[config.mk]
export PLATFORM = sky130hd
export DESIGN_NAME = pmlhc_power_mode_and_limp_home_control
export DESIGN_NICKNAME = d
export VERILOG_FILES = /design/src/core/pmlhc_pkg.sv /design/src/core/pmlhc_sync.sv /design/src/core/pmlhc_power_mode_and_limp_home_control.sv
export SDC_FILE = /design/constraint.sdc
export NUM_CORES = 1
export LEC_CHECK = 0
export BUFFER_PORTS_ARGS = -buffer_cell sky130_fd_sc_hd__buf_2
export CORE_ASPECT_RATIO = 1.2
export CORE_MARGIN = 5
export CORE_UTILIZATION = 54
export CTS_CLUSTER_DIAMETER = 200
export CTS_CLUSTER_SIZE = 20
export DETAILED_ROUTE_END_ITERATION = 10
export PLACE_DENSITY = 0.84
export SETUP_SLACK_MARGIN = 0.02
export SYNTH_ARGS = -nofsm -noshare
export SYNTH_HDL_FRONTEND = slang
export SYNTH_HIERARCHICAL = 1
export SYNTH_SLANG_ARGS = --single-unit
[constraint.sdc]
create_clock -name pclk -period 2.1 [get_ports pclk]
set_clock_uncertainty 0.05 [all_clocks]
set_input_delay 0 -clock pclk [delete_from_list [all_inputs] [get_ports pclk]]
set_output_delay 0 -clock pclk [all_outputs]
set_load 0.05 [all_outputs]
[src/core/pmlhc_pkg.sv]
`default_nettype none

package pmlhc_pkg;

    // apb register map, byte addresses
    localparam int          ADDR_WIDTH       = 8;
    localparam logic [7:0]  REG_CHAN_MODE    = 8'h00;
    localparam logic [7:0]  REG_POWER_STATUS = 8'h04;
    localparam logic [7:0]  REG_INT_STATUS   = 8'h08;
    localparam logic [7:0]  REG_INT_MASK     = 8'h0C;
    localparam logic [7:0]  REG_XFER_STATUS  = 8'h10;

    localparam int          NUM_CHANNELS     = 4;
    localparam int          MODE_BITS        = 2;
    localparam int          CHAN_MODE_WIDTH  = NUM_CHANNELS * MODE_BITS;

    // per-channel control mode codes
    localparam logic [1:0]  MODE_OFF_NODIAG  = 2'h0;
    localparam logic [1:0]  MODE_FOLLOW_PIN  = 2'h1;
    localparam logic [1:0]  MODE_FORCED_ON   = 2'h2;
    localparam logic [1:0]  MODE_OFF_DIAG    = 2'h3;
    localparam logic [7:0]  CHAN_MODE_RESET  = 8'h00;

    // power status field positions
    localparam int          PS_MODE_LSB      = 0;
    localparam int          PS_TER_PENDING   = 2;
    localparam int          PS_TER_FLAG      = 3;
    localparam int          PS_HOLD_ON       = 4;
    localparam int          PS_SLEEP_PIN     = 5;
    localparam int          PS_FAIL_PIN      = 6;
    localparam int          PS_INPUT_LSB     = 8;

    // xfer status field positions
    localparam int          XS_EDGES_LSB     = 0;
    localparam int          XS_COUNT_LSB     = 16;
    localparam int          EDGE_CNT_WIDTH   = 8;
    localparam int          XFER_CNT_WIDTH   = 16;

    // interrupt bit positions
    localparam int          NUM_IRQ          = 4;
    localparam int          IRQ_FS_ENTER     = 0;
    localparam int          IRQ_FS_EXIT      = 1;
    localparam int          IRQ_TER          = 2;
    localparam int          IRQ_SLEEP        = 3;
    localparam logic [3:0]  INT_MASK_RESET   = 4'h0;

    // synchroniser reset levels: fs, sleep_n, cs_n, sclk, in[3:0]
    localparam logic [7:0]  SYNC_RESET       = 8'h60;

    typedef enum logic [1:0] {
        PM_SLEEP,
        PM_IDLE,
        PM_ON,
        PM_FAIL_SAFE
    } pmlhc_power_type;

    function automatic logic chan_drive(input logic [1:0] mode, input logic pin);
        logic result;
        result = 1'b0;
        if (mode == MODE_FORCED_ON) begin
            result = 1'b1;
        end else if (mode == MODE_FOLLOW_PIN) begin
            result = pin;
        end
        return result;
    endfunction

    function automatic logic chan_diag(input logic [1:0] mode);
        return mode != MODE_OFF_NODIAG;
    endfunction

endpackage

`default_nettype wire

[src/core/pmlhc_sync.sv]
`default_nettype none

module pmlhc_sync #(
    parameter int               WIDTH       = 8,
    parameter logic [WIDTH-1:0] RESET_VALUE = '0
) (
    input  wire logic             clk,
    input  wire logic             rst_n,
    input  wire logic [WIDTH-1:0] async_in,
    output logic      [WIDTH-1:0] sync_out
);

    logic [WIDTH-1:0] stage1;

    // stage1 feeds only stage2
    always_ff @(posedge clk or negedge rst_n) begin
        if (!rst_n) begin
            stage1   <= RESET_VALUE;
            sync_out <= RESET_VALUE;
        end else begin
            stage1   <= async_in;
            sync_out <= stage1;
        end
    end

endmodule // pmlhc_sync

`default_nettype wire

[src/core/pmlhc_power_mode_and_limp_home_control.sv]
// The APB interface to the registers and the placing of the registers were decided locally.
`default_nettype none

// Behaviour
// - power-on reset returns all registers to defaults, then idle mode.
// - low sleep reset pin forces the channel mode register to defaults and sleep mode.
// - idle keeps every channel off with no diagnosis active.
// - high fail-safe select pin enters fail-safe and resets the channel mode register.
// - in fail-safe each input pin drives the same-index output directly.
// - in fail-safe serial commands are ignored; outputs follow pins only.
// - fail-safe request beats sleep reset pin and wakes the device.
// - every transfer during fail-safe returns a set transfer error flag.
// - leaving fail-safe resets the channel mode register, then sleep or on with diagnosis.
// - first transfer after fail-safe ends also returns the error flag.
// - four channel modes: off, follow pin, forced on, off with diagnosis.
// - all channels off without diagnosis drops the device into idle, except while held on after fail-safe.
// - following channel: high pin means on, low pin means off.
// - unconnected input pin reads low, switching its channel off.
module pmlhc_power_mode_and_limp_home_control (
    input  wire logic                                  pclk,
    input  wire logic                                  presetn,
    input  wire logic                                  psel,
    input  wire logic                                  penable,
    input  wire logic                                  pwrite,
    input  wire logic [pmlhc_pkg::ADDR_WIDTH-1:0]      paddr,
    input  wire logic [31:0]                           pwdata,
    output logic      [31:0]                           prdata,
    output logic                                       pready,
    output logic                                       pslverr,
    input  wire logic                                  sleep_reset_pin_n,
    input  wire logic                                  fail_safe_select_pin,
    input  wire logic [pmlhc_pkg::NUM_CHANNELS-1:0]    channel_input_pin,
    input  wire logic                                  chip_select_n,
    input  wire logic                                  serial_clock,
    output logic      [pmlhc_pkg::NUM_CHANNELS-1:0]    channel_output,
    output logic      [pmlhc_pkg::NUM_CHANNELS-1:0]    diag_current_enable,
    output logic                                       transfer_error_flag,
    output logic      [1:0]                            power_mode,
    output logic                                       irq
);

    localparam int NCH = pmlhc_pkg::NUM_CHANNELS;

    // synchronised pins
    logic [7:0]                                pin_sync;
    logic                                      s_fail_safe;
    logic                                      s_sleep_n;
    logic                                      s_cs_n;
    logic                                      s_sclk;
    logic [NCH-1:0]                            s_in;

    // state
    pmlhc_pkg::pmlhc_power_type                state;
    pmlhc_pkg::pmlhc_power_type                next_state;
    logic [pmlhc_pkg::CHAN_MODE_WIDTH-1:0]     chan_mode;
    logic [pmlhc_pkg::CHAN_MODE_WIDTH-1:0]     next_chan_mode;
    logic                                      hold_on;
    logic                                      next_hold_on;
    logic                                      ter_pending;
    logic                                      next_ter_pending;
    logic                                      next_ter_flag;
    logic                                      cs_prev;
    logic                                      sclk_prev;
    logic [pmlhc_pkg::EDGE_CNT_WIDTH-1:0]      edge_cnt;
    logic [pmlhc_pkg::EDGE_CNT_WIDTH-1:0]      last_edges;
    logic [pmlhc_pkg::XFER_CNT_WIDTH-1:0]      xfer_cnt;
    logic [pmlhc_pkg::NUM_IRQ-1:0]             int_status;
    logic [pmlhc_pkg::NUM_IRQ-1:0]             next_int_status;
    logic [pmlhc_pkg::NUM_IRQ-1:0]             int_mask;
    logic [pmlhc_pkg::NUM_IRQ-1:0]             events;
    logic [NCH-1:0]                            next_out;
    logic [NCH-1:0]                            next_diag;

    // decode
    wire in_fs       = (state == pmlhc_pkg::PM_FAIL_SAFE);
    wire fs_enter    = !in_fs && s_fail_safe;
    wire leave_fs    = in_fs && !s_fail_safe;
    wire regs_reset  = s_fail_safe || !s_sleep_n || leave_fs;
    wire all_off     = (chan_mode == pmlhc_pkg::CHAN_MODE_RESET);
    // diag must rise on the very edge that leaves fail-safe, not one later
    wire diag_hold   = hold_on || leave_fs;
    // frame edges on the synchronised chip select
    wire xfer_start  = cs_prev && !s_cs_n;
    wire xfer_end    = !cs_prev && s_cs_n;
    wire sclk_rise   = !sclk_prev && s_sclk && !s_cs_n;
    wire ter_now     = in_fs || s_fail_safe ||
                       ter_pending || leave_fs;

    // apb: answer one cycle after setup, never stretched
    wire apb_setup   = psel && !penable;
    wire apb_access  = psel && penable && pready;
    wire apb_write   = apb_access && pwrite && !pslverr;
    wire sel_mode    = (paddr == pmlhc_pkg::REG_CHAN_MODE);
    wire sel_power   = (paddr == pmlhc_pkg::REG_POWER_STATUS);
    wire sel_istat   = (paddr == pmlhc_pkg::REG_INT_STATUS);
    wire sel_imask   = (paddr == pmlhc_pkg::REG_INT_MASK);
    wire sel_xfer    = (paddr == pmlhc_pkg::REG_XFER_STATUS);
    wire addr_hit    = sel_mode || sel_power || sel_istat || sel_imask || sel_xfer;
    wire mode_write  = apb_write && sel_mode && !in_fs && !regs_reset;
    wire [pmlhc_pkg::NUM_IRQ-1:0] w1c =
        (apb_write && sel_istat) ? pwdata[pmlhc_pkg::NUM_IRQ-1:0] : '0;

    // pin-side inputs, reset level of channel pins is low
    pmlhc_sync #(
        .WIDTH       (8),
        .RESET_VALUE (pmlhc_pkg::SYNC_RESET)
    ) u_pin_sync (
        .clk      (pclk),
        .rst_n    (presetn),
        .async_in ({fail_safe_select_pin,
                    sleep_reset_pin_n,
                    chip_select_n,
                    serial_clock,
                    channel_input_pin}),
        .sync_out (pin_sync)
    );

    assign s_fail_safe = pin_sync[7];
    assign s_sleep_n   = pin_sync[6];
    assign s_cs_n      = pin_sync[5];
    assign s_sclk      = pin_sync[4];
    assign s_in        = pin_sync[3:0];

    // power mode selection
    always_comb begin
        if (s_fail_safe) begin
            next_state = pmlhc_pkg::PM_FAIL_SAFE;
        end else if (in_fs) begin
            next_state = s_sleep_n ? pmlhc_pkg::PM_ON : pmlhc_pkg::PM_SLEEP;
        end else if (!s_sleep_n) begin
            next_state = pmlhc_pkg::PM_SLEEP;
        end else if (state == pmlhc_pkg::PM_SLEEP || (all_off && !hold_on)) begin
            next_state = pmlhc_pkg::PM_IDLE;
        end else begin
            next_state = pmlhc_pkg::PM_ON;
        end
    end

    // mode register: cleared by every reset source
    assign next_chan_mode = regs_reset ? pmlhc_pkg::CHAN_MODE_RESET :
                            mode_write ? pwdata[pmlhc_pkg::CHAN_MODE_WIDTH-1:0] :
                            chan_mode;

    // after fail-safe the device sits in on mode until software reprograms or the sleep pin goes low
    assign next_hold_on = (leave_fs && s_sleep_n) ? 1'b1 :
                          (mode_write || !s_sleep_n) ? 1'b0 : hold_on;

    // error flag for the next transfer; setting wins over clearing
    assign next_ter_pending = leave_fs ? 1'b1 :
                              (xfer_start && !ter_now) ? 1'b0 :
                              (xfer_start && !in_fs && !s_fail_safe) ? 1'b0 :
                              ter_pending;

    // flag stands for the whole frame; fail-safe mid-frame also marks it
    assign next_ter_flag = xfer_start ? ter_now :
                           (s_cs_n && !xfer_start) ? 1'b0 :
                           (transfer_error_flag || in_fs || s_fail_safe);

    // channel multiplexer
    genvar ch;
    generate
        for (ch = 0; ch < NCH; ch++) begin : g_chan
            wire [1:0] mode = chan_mode[ch*2 +: 2];
            assign next_out[ch] =
                (next_state == pmlhc_pkg::PM_FAIL_SAFE) ? s_in[ch] :
                (next_state == pmlhc_pkg::PM_ON) ?
                    pmlhc_pkg::chan_drive(mode, s_in[ch]) :
                1'b0;
            assign next_diag[ch] = (next_state == pmlhc_pkg::PM_ON) &&
                (diag_hold || pmlhc_pkg::chan_diag(mode));
        end
    endgenerate

    // interrupt sources: one-cycle pulses, each latched in a sticky bit
    assign events[pmlhc_pkg::IRQ_FS_ENTER] = fs_enter;
    assign events[pmlhc_pkg::IRQ_FS_EXIT]  = leave_fs;
    assign events[pmlhc_pkg::IRQ_TER]      = xfer_start && ter_now;
    assign events[pmlhc_pkg::IRQ_SLEEP]    = (state != pmlhc_pkg::PM_SLEEP) &&
                                             (next_state == pmlhc_pkg::PM_SLEEP);
    // an event in the clearing cycle survives
    assign next_int_status = (int_status & ~w1c) | events;

    // read mux
    logic [31:0] power_word;
    logic [31:0] xfer_word;
    logic [31:0] read_word;
    always_comb begin
        power_word = '0;
        power_word[pmlhc_pkg::PS_MODE_LSB +: 2]      = state;
        power_word[pmlhc_pkg::PS_TER_PENDING]        = ter_pending;
        power_word[pmlhc_pkg::PS_TER_FLAG]           = transfer_error_flag;
        power_word[pmlhc_pkg::PS_HOLD_ON]            = hold_on;
        power_word[pmlhc_pkg::PS_SLEEP_PIN]          = s_sleep_n;
        power_word[pmlhc_pkg::PS_FAIL_PIN]           = s_fail_safe;
        power_word[pmlhc_pkg::PS_INPUT_LSB +: NCH]   = s_in;
        xfer_word = '0;
        xfer_word[pmlhc_pkg::XS_EDGES_LSB +: pmlhc_pkg::EDGE_CNT_WIDTH] = last_edges;
        xfer_word[pmlhc_pkg::XS_COUNT_LSB +: pmlhc_pkg::XFER_CNT_WIDTH] = xfer_cnt;
        read_word = '0;
        if (sel_mode) begin
            read_word[pmlhc_pkg::CHAN_MODE_WIDTH-1:0] = chan_mode;
        end else if (sel_power) begin
            read_word = power_word;
        end else if (sel_istat) begin
            read_word[pmlhc_pkg::NUM_IRQ-1:0] = int_status;
        end else if (sel_imask) begin
            read_word[pmlhc_pkg::NUM_IRQ-1:0] = int_mask;
        end else if (sel_xfer) begin
            read_word = xfer_word;
        end
    end

    // power-on reset lands in idle with defaults
    always_ff @(posedge pclk or negedge presetn) begin
        if (!presetn) begin
            state       <= pmlhc_pkg::PM_IDLE;
            power_mode  <= 2'h1;
            chan_mode   <= pmlhc_pkg::CHAN_MODE_RESET;
            hold_on     <= 1'b0;
        end else begin
            state       <= next_state;
            power_mode  <= next_state;
            chan_mode   <= next_chan_mode;
            hold_on     <= next_hold_on;
        end
    end

    always_ff @(posedge pclk or negedge presetn) begin
        if (!presetn) begin
            channel_output      <= '0;
            diag_current_enable <= '0;
        end else begin
            channel_output      <= next_out;
            diag_current_enable <= next_diag;
        end
    end

    always_ff @(posedge pclk or negedge presetn) begin
        if (!presetn) begin
            ter_pending         <= 1'b0;
            transfer_error_flag <= 1'b0;
            cs_prev             <= 1'b1;
            sclk_prev           <= 1'b0;
        end else begin
            ter_pending         <= next_ter_pending;
            transfer_error_flag <= next_ter_flag;
            cs_prev             <= s_cs_n;
            sclk_prev           <= s_sclk;
        end
    end

    // frame statistics; edges count only while chip select is low, frames at its rise
    // diagnostic only; never gates a mode change
    always_ff @(posedge pclk or negedge presetn) begin
        if (!presetn) begin
            edge_cnt   <= '0;
            last_edges <= '0;
            xfer_cnt   <= '0;
        end else begin
            if (xfer_start) begin
                edge_cnt <= '0;
            end else if (sclk_rise) begin
                edge_cnt <= edge_cnt + 1'b1;
            end
            if (xfer_end) begin
                last_edges <= edge_cnt;
                xfer_cnt   <= xfer_cnt + 1'b1;
            end
        end
    end

    always_ff @(posedge pclk or negedge presetn) begin
        if (!presetn) begin
            int_status <= '0;
            int_mask   <= pmlhc_pkg::INT_MASK_RESET;
            irq        <= 1'b0;
        end else begin
            int_status <= next_int_status;
            if (apb_write && sel_imask) begin
                int_mask <= pwdata[pmlhc_pkg::NUM_IRQ-1:0];
            end
            irq        <= |(next_int_status &
                           ((apb_write && sel_imask) ? pwdata[pmlhc_pkg::NUM_IRQ-1:0]
                                                     : int_mask));
        end
    end

    // one wait-free access: answer is registered in the setup cycle
    always_ff @(posedge pclk or negedge presetn) begin
        if (!presetn) begin
            pready  <= 1'b0;
            pslverr <= 1'b0;
            prdata  <= '0;
        end else begin
            pready  <= apb_setup;
            pslverr <= apb_setup && !addr_hit;
            prdata  <= (apb_setup && !pwrite) ? read_word : '0;
        end
    end

endmodule // pmlhc_power_mode_and_limp_home_control

`default_nettype wire

# Word level (Yosys, flattened, before mapping)
# Index checks and enable logic that the tools add are counted.
# word_totals
reg_bits	114
in_bits	53
out_inout_bits	46
wordCells	160
# op_classes
add_sub_neg	2
n_eq_ne	15
n_mux	43
n_bitwise	4
reduce_logical	76
# op_table
cell	count
32-bit 2-to-1 mux	3
28-bit 2-to-1 mux	2
8-bit 2-to-1 mux	5
1-bit logical AND	30
24-bit 2-to-1 mux	1
1-bit 2-to-1 mux	23
1-bit logical OR	18
16-bit by 1-bit adder with 16-bit output, second input constant	1
8-bit by 4-bit == test with 1-bit output, second input constant	2
8-bit zero test	2
4-bit 2-to-1 mux	4
2-bit nonzero test	8
2-bit == test, second input constant	7
1-bit zero test	14
2-bit 2-to-1 mux	5
8-bit by 1-bit adder with 8-bit output, second input constant	1
4-bit AND	2
2-bit by 1-bit == test with 1-bit output, second input constant	4
8-bit by 3-bit == test with 1-bit output, second input constant	1
8-bit by 5-bit == test with 1-bit output, second input constant	1
2-bit zero test	2
4-bit NOT	1
4-bit bitwise OR	1
4-bit OR reduction	1
3-bit nonzero test	1

# Depth between registers and ports, before layout
# Gate-level depths: netlist of run 1.
# depth
depth_word	12
ltp_mapped	7
mapped_depth_nobuf	5

# Cells and area by module
# Netlist of run 1, hierarchy kept.
# modules_own_cells
mod	n_inst	cells_each	area_each_um2	seq_area_each_um2
pmlhc_power_mode_and_limp_home_control	1	376	4097.7	2354.8
pmlhc_sync	1	16	405.4	405.4

# Least setup slack after synthesis of run 1
# OpenSTA, ideal clock, no wires.
# synth_timing
path_kind	register to register
from	register state[0]
to	register channel_output[2] (netlist name)
setup_time_ns	0.104
t_arrival_ns	1.647
required_time_ns	1.946
setup_slack_ns	0.299
stages_incl_launch_ff	7
n_path_buf	1
period_less_slack_ns	1.801
cell_sequence	dfstp_2 > buf_2 > nand2_1 > nand2_1 > o221a_2 > nand2b_1 > o311ai_1
# synth_via
elab_chain_cells	9
word_cells_on_any_way	11
cone_classes	eq/ne (3); mux (6); reduce/logical (2)
# synth_lines
item	line	rtl
start, declared	pmlhc_power_mode_and_limp_home_control.sv:53	pmlhc_pkg::pmlhc_power_type state;
start signal, assigned	pmlhc_power_mode_and_limp_home_control.sv:216	state <= pmlhc_pkg::PM_IDLE;
start signal, assigned	pmlhc_power_mode_and_limp_home_control.sv:221	state <= next_state;
2-bit zero test	pmlhc_power_mode_and_limp_home_control.sv:132	end else if (state == pmlhc_pkg::PM_SLEEP || (all_off && !hold_on)) begin
1-bit logical OR	pmlhc_power_mode_and_limp_home_control.sv:132	
2-bit 2-to-1 mux	pmlhc_power_mode_and_limp_home_control.sv:132	
2-bit 2-to-1 mux	pmlhc_power_mode_and_limp_home_control.sv:130	end else if (!s_sleep_n) begin
2-bit 2-to-1 mux (*)	pmlhc_power_mode_and_limp_home_control.sv:128	end else if (in_fs) begin
2-bit 2-to-1 mux (*)	pmlhc_power_mode_and_limp_home_control.sv:126	if (s_fail_safe) begin
2-bit == test	pmlhc_power_mode_and_limp_home_control.sv:166	(next_state == pmlhc_pkg::PM_ON) ?
1-bit 2-to-1 mux	pmlhc_power_mode_and_limp_home_control.sv:166	
1-bit 2-to-1 mux (*)	pmlhc_power_mode_and_limp_home_control.sv:165	(next_state == pmlhc_pkg::PM_FAIL_SAFE) ? s_in[ch] :
net next_out[2]	pmlhc_power_mode_and_limp_home_control.sv:71	logic [NCH-1:0] next_out;
end signal, assigned	pmlhc_power_mode_and_limp_home_control.sv:233	channel_output <= next_out;
end, declared	pmlhc_power_mode_and_limp_home_control.sv:35	output logic [pmlhc_pkg::NUM_CHANNELS-1:0] channel_output,
# Mark *: on every way through the listed nets, which the timed path passes. The rest lies on a longest branch.
# A chain may end at the register's enable or synchronous reset.

# Final worst setup path of run 1
# layout_timing
from	input port paddr[6] (netlist name)
to	register prdata[16]
# layout_via
elab_chain_cells	7
word_cells_on_any_way	11
cone_classes	eq/ne (4); mux (6); reduce/logical (1)
# layout_lines
item	line	rtl
start, declared	pmlhc_power_mode_and_limp_home_control.sv:25	input wire logic [pmlhc_pkg::ADDR_WIDTH-1:0] paddr,
8-bit by 5-bit == test with 1-bit output	pmlhc_power_mode_and_limp_home_control.sv:97	wire sel_xfer = (paddr == pmlhc_pkg::REG_XFER_STATUS);
32-bit 2-to-1 mux	pmlhc_power_mode_and_limp_home_control.sv:208	end else if (sel_xfer) begin
28-bit 2-to-1 mux	pmlhc_power_mode_and_limp_home_control.sv:206	end else if (sel_imask) begin
28-bit 2-to-1 mux	pmlhc_power_mode_and_limp_home_control.sv:204	end else if (sel_istat) begin
32-bit 2-to-1 mux	pmlhc_power_mode_and_limp_home_control.sv:202	end else if (sel_power) begin
24-bit 2-to-1 mux (*)	pmlhc_power_mode_and_limp_home_control.sv:200	if (sel_mode) begin
32-bit 2-to-1 mux (*)	pmlhc_power_mode_and_limp_home_control.sv:297	prdata <= (apb_setup && !pwrite) ? read_word : '0;
end signal, assigned	pmlhc_power_mode_and_limp_home_control.sv:297	
end, declared	pmlhc_power_mode_and_limp_home_control.sv:27	output logic [31:0] prdata,
# Mark *: on every way between the ends. The rest lies on a longest branch, timed or not.

==> results of run 1 <==
-- metal layers --
metal / global-route usage, % / wire (um)
met1: 26.1 / 4010
met2: 33.4 / 4790
met3: 3.87 / 504
met4: 6.39 / 135
met5: 0 / 0
-- worst max-delay path, delay by kind of cell --
kind	cells	cell delay, ns
and+or+nand+nor	4	0.65
buffers and inverters	5	1.60
-- report_power, final --
group          total [W]  internal, W  switching, W  leakage (nW)
combinational   0.000420     0.000168      0.000252          1.24
clock            0.00124     0.000497      0.000741         0.103
sequential       0.00234      0.00223      0.000114          1.44
total            0.00400      0.00289       0.00111          2.79
-- cells in the mapped netlist (3+ instances only) --
cell,instances,area share (%)
xor2_1,10,1.9
a21oi_1,8,0.89
and3_1,27,3.8
or2_1,4,0.56
or2_2,4,0.56
dfrtp_1,104,58
mux2i_1,7,1.6
nand4_1,12,1.7
o311ai_1,4,0.78
and2_1,3,0.42
nand3_1,8,0.89
buf_2,3,0.33
nand2_1,46,3.8
a31oi_1,3,0.42
xnor2_1,10,1.9
nor2b_1,3,0.42
a22oi_1,8,1.3
inv_1,12,1.0
a22o_1,8,1.6
clkbuf_1,6,0.50
buf_4,6,1.0
nor3_1,4,0.44
nand2b_1,7,0.97
a21boi_0,6,1.0
o21ai_0,9,1.0
dfstp_2,6,3.5
nor2_1,28,2.3
-- state kept, by name, indices dropped and copies added, names as in the netlist --
register             cells
ter_pending              1
int_mask                 4
pslverr                  1
irq                      1
u_pin_sync/sync_out      8
prdata                  28
sclk_prev                1
channel_output           4
last_edges               8
pready                   1
edge_cnt                 8
chan_mode                8
hold_on                  1
diag_current_enable      4
u_pin_sync/stage1        8
int_status               4
transfer_error_flag      1
xfer_cnt                16
state                    2
cs_prev                  1
-- repair_timing --
item / 4_1_cts / 5_1_grt
gates resized for setup: 0 / 1
setup endpoints to repair: 0 / 2
setup buffers: 0 / 1
hold buffers: 25 / 0
endpoints found under the hold margin: 130 / 0
-- cells by family (layout without fill, tap and decap cells) --
logic type / count (synthesis) / in the layout / share of synthesized area (%)
and+or+nand+nor: 163 / 163 / 19.9
other: 1 / 4 / 0.0833
muxes: 7 / 7 / 1.56
adders and majority gates: 2 / 2 / 0.556
AOI/OAI and AO/OA: 58 / 58 / 9.20
buffers and inverters: 31 / 131 / 3.56
DFF: 110 / 110 / 61.3
xor gates and xnor gates: 20 / 20 / 3.89
-- cells in the final DEF (no fill, tap or decap), drive strengths merged, types with 2 or more instances in the layout --
cell,n
xnor2,10
nor3b,2
a31oi,3
a22o,8
conb,4
and3,27
a211oi,2
dlygate4sd3,25
o21ai,9
nor2b,4
buf,78
a222oi,2
and2,3
o311ai,4
nor3,8
and4,2
nand3,8
or2,8
dfrtp,104
nand3b,2
nand4,12
a22oi,8
xor2,10
nand2,46
clkbuf,10
a21boi,6
or3,2
clkinv,4
o22ai,2
nor2,28
dfstp,6
nand2b,7
mux2i,7
a21oi,8
inv,14
ha,2
-- per-stage QoR --
step	setup TNS, ns	hold slack, ns
2_1_floorplan	0	-0.346
6_report	0	0.0579
3_5_place_dp	0	-0.0750
5_1_grt	-0.0649	0.0704
3_3_place_gp	0	-0.0800
4_1_cts	0	0.0636
-- worst paths after layout --
| check | to | depth (start not counted) | slack (ns) | from |
|---|---|---|---|---|
| max in group asynchronous | state[0] | 3 | 1.26 | presetn |
| setup / recovery | prdata[16] | 9 | 0.12 | paddr[6] |
| hold / removal | prdata[19] | 2 | 0.06 | presetn |
| hold reg to reg | u_pin_sync/sync_out[2] | 0 | 0.31 | u_pin_sync/stage1[2] |
| min in group pclk | prdata[7] | 4 | 0.10 | paddr[3] |
| setup reg to reg | channel_output[3] | 5 | 0.27 | state[0] |
-- layout make-up --
class,count,area [um2]
inverters,12,45.0
flip-flops and latches,110,2760
clock inverters,6,67.6
well taps,114,143
fillers,600,2730
clock buffers,10,138
repair buffers,103,676
multi-input cells,254,1600
==> qor.csv, run 1 <==
metric,value,unit
hold_path.class,in2async,
p_leak,2.79,nW
die-area,0.0103,mm2
critical_path_required,2.37,ns
cts_tree,built,
cts_max_path_buffers,2,
dieWidth,93.4,um
critPathCaptureType,flip-flop,
syn2layout_area_growth,20.5,%
die_h,110,um
nets,545,
power_density,736,mW/mm2
layout_setup_ws,0.115,ns
max_slew.worst_pin.slew,0.517,ns
clkTransAtPathRegs,0.11,ns
ir_drop,0.388,mV
ys_async_sr_fraction,100,%
drt_iter0_drc,184,
synthDistinctLibCells,54,
synth_area,0.00450,mm2
finalCritPeriodShare,94.5,%
setup-violations-final,0,
grt_usage,19.8,%
synthFlopType,dfrtp_1,
grt_max_degree,53,
initial_core_util,55.2,%
clkSinkCount,110,
max_slew_margin,65.3,%
finalHoldViolCount,0,
overflow,0,
route.detailed.drc,0,
post-place-cells,567,
final_area,0.00543,mm2
post_drt_via_cell_ratio,5.42,
postRouteAntennaNets,0,
clock.fmax,0.504,GHz
portBuffers,70,
fin_cells,609,
cp_slowest_stage_delay,0.57,ns
rows,36,
finalMaxSlewViolations,0,
avgRoutedWirePerCell,15.5,um
syn_area_per_cell,11.5,um2
ys_warn_count,6,
dr.pass1.iters,5,
rsz0062_at_grt,yes,
cts_max_level,3,
ys_seq_area_share,61.3,%
worstSkewPairLatency,0.37,ns
vias,3298,
globalplace.congestion,0.890,
critical_path.max_fanout,17,
maxCapViolCount,0,
drive_above_1_share,23.2,%
cts_inserted_buffers,9,
num_io_pins,99,
detailed_place.area,0.00496,mm2
worst_path_max_delay_cell,dlygate4sd3_1,
startpoint_type,primary input,
finalWirelength,9450,um
path_class,in2reg,
arrival,2.25,ns
place_ws,0.314,ns
diodes,0,
total_power,0.00400,W
first_global_vias,3306,
fp.coreArea,0.00815,mm2
utilization,66.6,%
outcome,"complete, no violations",
grt_pass1_wl,15800,um
synth-edff-count,0,
ys_ff_latch,110,
antenna_found_initial,0,
syn-instance-count,392,
period_needed,1.98,ns
place_hpwl,6860,um
crit_chain,"dlygate4sd3_1, buf_2, nor2_1, dlygate4sd3_1, nand2_1, nor3_4, buf_4, buf_4, and3_1",
clock-root-buffer,clkbuf_8,
(Power assumes the default switching activity.)
==> run 2: changes to the inputs <==
--- a/config.mk
+++ b/config.mk
@@ -12,6 +12,7 @@
 export CTS_CLUSTER_DIAMETER = 200
 export CTS_CLUSTER_SIZE = 20
 export DETAILED_ROUTE_END_ITERATION = 10
+export HOLD_SLACK_MARGIN = 0.08
 export PLACE_DENSITY = 0.84
 export SETUP_SLACK_MARGIN = 0.02
 export SYNTH_ARGS = -nofsm -noshare
==> run 2 against run 1 <==
Cell count is 0.16% higher; core utilization up 0.21 points; total power up 0.20%; global-route usage is 0.22 points higher; via count shrank 0.64%; cell area rose by 0.32%; register-to-register slack about the same; clock power hardly changed; sequential cell count did not move; sequential share of layout area down 0.16 points; critical endpoint is now channel_output[3].
==> qor.csv, run 2 (synthesis results as in run 1) <==
metric,value,unit,change
syn2layout_area_growth,20.9,%,was 20.5%
grt_usage,20.1,%,was 19.8%
path_buf_inv,0,,was 5
reg2reg_depth,5,,unchanged
cp_slowest_stage_delay,0.63,ns,was 0.57 ns
drt_iter0_drc,170,,was 184
worst_path_max_delay_cell,dfstp_2,,was dlygate4sd3_1
diodes,0,,unchanged
setup_tns,0,ns,unchanged
ff2ff_setup_slack,0.26,ns,was 0.27 ns
ctsHoldBuffers,27,,was 25
period_needed,1.84,ns,was 1.98 ns
overflow,0,,unchanged
power_density,736,mW/mm2,about the same
num_io_pins,99,,unchanged
cts_tree,built,,unchanged
most-common-layout-cells,"104 x dfrtp_1, 69 x buf_2, 46 x nand2_1",,unchanged
place_hpwl,6860,um,unchanged
setup-violations-final,0,,unchanged
largest_reg_flops,28,,unchanged
cts_max_level,3,,unchanged
finalCritPeriodShare,87.7,%,was 94.5%
finalHoldViolCount,0,,unchanged
clkTransAtPathRegs,0.11,ns,about the same
grt_pass1_wl,15900,um,was 15800 um
crit_start,state[0],,was paddr[6]
final_area,0.00545,mm2,was 0.00543 mm2
route.detailed.drc,0,,unchanged
max_slew.worst_pin.slew,0.510,ns,was 0.517 ns
regToRegStartpoint,state[0],,unchanged
critPathCaptureType,flip-flop,,unchanged
reg2reg_to,channel_output[3],,unchanged
initial_core_util,55.2,%,unchanged
finalWirelength,9590,um,was 9450 um
ir_drop,0.388,mV,about the same
outcome,"complete, no violations",,unchanged
dieWidth,93.4,um,unchanged
post_drt_via_cell_ratio,5.37,,was 5.42
cts_inserted_buffers,9,,unchanged
dr.pass1.iters,4,,was 5
worstSkewPairLatency,0.37,ns,about the same
arrival,2.05,ns,was 2.25 ns
critical_path_required,2.31,ns,was 2.37 ns
rows,36,,unchanged
p_leak,2.79,nW,about the same
avgRoutedWirePerCell,15.7,um,was 15.5 um
mostFrequentLayoutCell,dfrtp_1,,unchanged
finalMaxSlewViolations,0,,unchanged
clock.fmax,0.543,GHz,was 0.504 GHz
crit_top_cell,nand2_1,,
drive_above_1_share,23.0,%,was 23.2%
fill_cells,602,,was 600
die-area,0.0103,mm2,unchanged
cts_max_path_buffers,2,,unchanged
portBuffers,70,,unchanged
cts_resized,0,,unchanged
vias,3277,,was 3298
path_class,reg2reg,,was in2reg
hold_path.class,in2async,,unchanged
critical_path.max_fanout,9,,was 17
postRouteAntennaNets,0,,unchanged
clkSinkCount,110,,unchanged
detailed_place.area,0.00496,mm2,unchanged
first_global_vias,3330,,was 3306
startpoint_type,flip-flop,,was primary input
whs,0.120,ns,was 0.0579 ns
die_h,110,um,unchanged
top_regs,"prdata x28, xfer_cnt x16",,unchanged
path_delay_family,flip-flops,,was buffers and inverters
clock-root-buffer,clkbuf_8,,unchanged
fp.coreArea,0.00815,mm2,unchanged
total_power,0.00401,W,was 0.00400 W
grt_max_degree,53,,unchanged
globalplace.congestion,0.890,,unchanged
max_slew_margin,65.8,%,was 65.3%
antenna_found_initial,0,,unchanged
maxCapViolCount,0,,unchanged
regMostFlops,prdata,,unchanged
nets,546,,was 545
crit_chain,"nand2_1, nand2_1, o221a_2, nand2b_1, o311ai_1",,"was dlygate4sd3_1, buf_2, nor2_1, dlygate4sd3_1, nand2_1, nor3_4, buf_4, buf_4, and3_1"
post_cts_buffers,0,,unchanged
rsz0062_at_grt,no,,was yes
==> run 2: cell count changes in the layout (fill, tap and decap cells not counted), sizes merged <==
cell | previous run | this run
dlygate4sd3 | 25 | 26
==> run 2: cell type report <==
class	count	area [um2]	share of cell area, %
clock buffer	10	138	2.53
clock inverter	6	67.6	1.24
inverter	12	45.0	0.827
multi-input combinational	254	1590	29.3
sequential	110	2760	50.7
tap	114	143	2.62
timing repair buffer	104	698	12.8
==> run 2: layer usage <==
layer | routed length, um | vias to the layer above | share of wire, % | global-route usage (%)
met4 | 140 | 0 | 1.5 | 6.39
met5 | 0 | - | 0 | 0
met3 | 533 | 13 | 5.6 | 3.87
met2 | 4890 | 99 | 51 | 34.1
li1 | - | 1555 | - | -
met1 | 4020 | 1610 | 42 | 26.2
==> run 2: how the worst max path moves through the flow <==
stage	cells past startpoint	slack, ns	end
4_1_cts	5	0.28	irq
2_1_floorplan	6	0.30	channel_output[2]
6_report	5	0.26	channel_output[3]
5_1_grt	7	0.05	irq
3_5_place_dp	5	0.31	irq
3_3_place_gp	5	0.32	irq
==> run 2: worst min-delay path: stages <==
cell and delay, ns:
dlygate4sd3_1 0.53, buf_4 0.17, buf_12 0.21
==> run 2: report_power, final <==
group / internal (W) / switching (W)
registers: 0.00223 / 0.000114
logic: 0.000173 / 0.000254
clock network: 0.000497 / 0.000742
==> run 2: metrics by stage <==
step | worst slack, ns | util (%) | std cells
5_1_grt | 0.0514 | 66.8 | 610
4_1_cts | 0.279 | 66.8 | 610
2_1_floorplan | 0.299 | - | 395
3_5_place_dp | 0.314 | 60.8 | 567
6_report | 0.259 | 66.8 | 610
3_3_place_gp | 0.317 | 60.8 | 567
==> run 3: changes to the inputs <==
--- a/config.mk
+++ b/config.mk
@@ -8,14 +8,16 @@
 export BUFFER_PORTS_ARGS = -buffer_cell sky130_fd_sc_hd__buf_2
 export CORE_ASPECT_RATIO = 1.2
 export CORE_MARGIN = 5
-export CORE_UTILIZATION = 54
+export CORE_UTILIZATION = 50
+export CTS_BUF_LIST = sky130_fd_sc_hd__clkbuf_8
 export CTS_CLUSTER_DIAMETER = 200
 export CTS_CLUSTER_SIZE = 20
 export DETAILED_ROUTE_END_ITERATION = 10
 export HOLD_SLACK_MARGIN = 0.08
-export PLACE_DENSITY = 0.84
+export PLACE_DENSITY = 0.79
 export SETUP_SLACK_MARGIN = 0.02
 export SYNTH_ARGS = -nofsm -noshare
 export SYNTH_HDL_FRONTEND = slang
 export SYNTH_HIERARCHICAL = 1
 export SYNTH_SLANG_ARGS = --single-unit
+export TNS_END_PERCENT = 30
==> run 3 against run 2 <==
Cell count up 0.66%; first-iteration DRC count up 45%; fmax down 1.5%; clock power down 6%; register-to-register slack worse by 0.03 ns; sequential cell count unchanged; via count up 1.5%; largest cell class unchanged.
==> qor.csv, run 3 (synthesis results as in run 1) <==
metric,value,unit,change
utilization,60.4,%,was 66.8%
place_hpwl,6930,um,was 6860 um
clock.fmax,0.535,GHz,was 0.543 GHz
dr.pass1.iters,4,,unchanged
period_needed,1.87,ns,was 1.84 ns
most-common-layout-cells,"104 x dfrtp_1, 69 x buf_2, 46 x nand2_1",,unchanged
globalplace.congestion,0.811,,was 0.890
p_leak,2.77,nW,was 2.79 nW
drive_above_1_share,22.9,%,was 23.0%
worstSkewPairLatency,0.37,ns,about the same
nets,544,,was 546
hold_path.class,in2async,,unchanged
rows,38,,was 36
gr-usage-met1,24.0,%,was 26.2%
cts_inserted_buffers,9,,unchanged
postRouteAntennaNets,0,,unchanged
finalWirelength,9870,um,was 9590 um
critical_path.max_fanout,9,,unchanged
reg2reg_to,channel_output[0],,was channel_output[3]
place_ws,0.276,ns,was 0.314 ns
clkSinkCount,110,,unchanged
setup_tns,0,ns,unchanged
grt_max_degree,52,,was 53
path_buf_inv,0,,unchanged
max_slew.worst_pin.slew,0.541,ns,was 0.510 ns
max_slew_margin,63.9,%,was 65.8%
ir_drop,0.257,mV,was 0.388 mV
arrival,2.08,ns,was 2.05 ns
cts_max_path_buffers,2,,unchanged
portBuffers,70,,unchanged
whs,0.0949,ns,was 0.120 ns
fp.coreArea,0.00894,mm2,was 0.00815 mm2
finalHoldViolCount,0,,unchanged
path_class,reg2reg,,unchanged
num_io_pins,99,,unchanged
drt_iter0_drc,247,,was 170
rsz0062_at_grt,no,,unchanged
antenna_found_initial,0,,unchanged
crit_chain,"nand2_1, nand2_1, o221a_2, nand2b_1, o311ai_1",,unchanged
worst_path_max_delay_cell,dfstp_2,,unchanged
route.detailed.drc,0,,unchanged
overflow,0,,unchanged
critical_path_required,2.31,ns,about the same
power_density,726,mW/mm2,was 736 mW/mm2
outcome,"complete, no violations",,unchanged
ff2ff_setup_slack,0.23,ns,was 0.26 ns
vias,3325,,was 3277
path_delay_family,flip-flops,,unchanged
globalRouteMet2Util,31.0,%,was 34.1%
diodes,0,,unchanged
use_met3,3.67,%,was 3.87%
detailed_place.area,0.00497,mm2,was 0.00496 mm2
setup-violations-final,0,,unchanged
die_h,114,um,was 110 um
cts_max_level,3,,unchanged
cts_tree,built,,unchanged
final_area,0.00540,mm2,was 0.00545 mm2
grt_usage,19.1,%,was 20.1%
startpoint_type,flip-flop,,unchanged
grt_pass1_wl,16900,um,was 15900 um
finalCritPeriodShare,89.0,%,was 87.7%
post_drt_via_cell_ratio,5.42,,was 5.37
regToRegStartpoint,state[0],,unchanged
top_regs,"prdata x28, xfer_cnt x16",,unchanged
regMostFlops,prdata,,unchanged
avgRoutedWirePerCell,16.1,um,was 15.7 um
post_cts_buffers,0,,unchanged
first_global_vias,3404,,was 3330
grt.busiest_layer,met2,,unchanged
syn2layout_area_growth,19.8,%,was 20.9%
finalMaxSlewViolations,0,,unchanged
crit_top_cell,nand2_1,,unchanged
clkTransAtPathRegs,0.10,ns,was 0.11 ns
layout_setup_ws,0.231,ns,was 0.259 ns
critPathCaptureType,flip-flop,,unchanged
largest_reg_flops,28,,unchanged
dieWidth,96.6,um,was 93.4 um
initial_core_util,50.4,%,was 55.2%
maxCapViolCount,0,,unchanged
die-area,0.0110,mm2,was 0.0103 mm2
reg2reg_depth,5,,unchanged
clock-root-buffer,clkbuf_8,,unchanged
mostFrequentLayoutCell,dfrtp_1,,unchanged
cp_slowest_stage_delay,0.62,ns,was 0.63 ns
[run 3: changes by cell type in the layout (fill, tap and decap cells not counted)]
cell / before / now
clkinv_2: 0 / 2
clkinv_8: 2 / 0
buf_12: 2 / 1
and2_2: 0 / 1
dlygate4sd3_1: 26 / 25
clkinvlp_4: 0 / 1
and2_1: 3 / 2
inv_1: 12 / 13
inv_6: 2 / 0
[run 3: cell type report]
class | count | area (um2)
clock inverters | 6 | 38.8
clock buffers | 10 | 138
flip-flops and latches | 110 | 2760
multi-input cells | 254 | 1600
repair buffers | 102 | 668
fillers | 747 | 3540
inverters | 12 | 45.0
well taps | 120 | 150
[run 3: worst max-delay path by stage]
stage	startpoint	to	slack, ns	cells after the start
after floorplan	state[0]	channel_output[2]	0.30	6
after global placement	pslverr	irq	0.32	5
after detailed placement	state[0]	channel_output[0]	0.28	5
after CTS	paddr[5]	irq	0.18	7
after global routing	u_pin_sync/sync_out[5]	xfer_cnt[14]	0.09	5
final	state[0]	channel_output[0]	0.23	5
[run 3: power by group]
part           internal, W  switching [W]
logic             0.000168       0.000254
registers          0.00223       0.000112
clock network     0.000460       0.000698
total              0.00285        0.00106
[run 3: through the flow]
step	total power (W)	instances
6_report	0.00392	614
5_1_grt	0.00408	614
4_1_cts	0.00393	614
3_5_place_dp	0.00277	573
3_3_place_gp	0.00275	573
2_1_floorplan	0.00261	395
[run 3: repair_timing]
action,4_1_cts,5_1_grt
resized for setup,0,1
setup endpoints to repair,0,1
hold endpoints to repair,141,0
hold buffers,25,0
[run 3: per-layer routing]
| metal | up-vias | part of all wire [%] |
|---|---|---|
| li1 | 1550 | - |
| met2 | 125 | 49 |
| met3 | 35 | 5.4 |
| met1 | 1615 | 42 |
| met5 | - | 0 |
| met4 | 0 | 3.9 |
[run 3: worst register-to-register path: cells and delay by family (launching register included)]
family / cells / cell delay [ns]
flops: 1 / 0.62
compound gates: 2 / 0.62
simple gates: 3 / 0.46
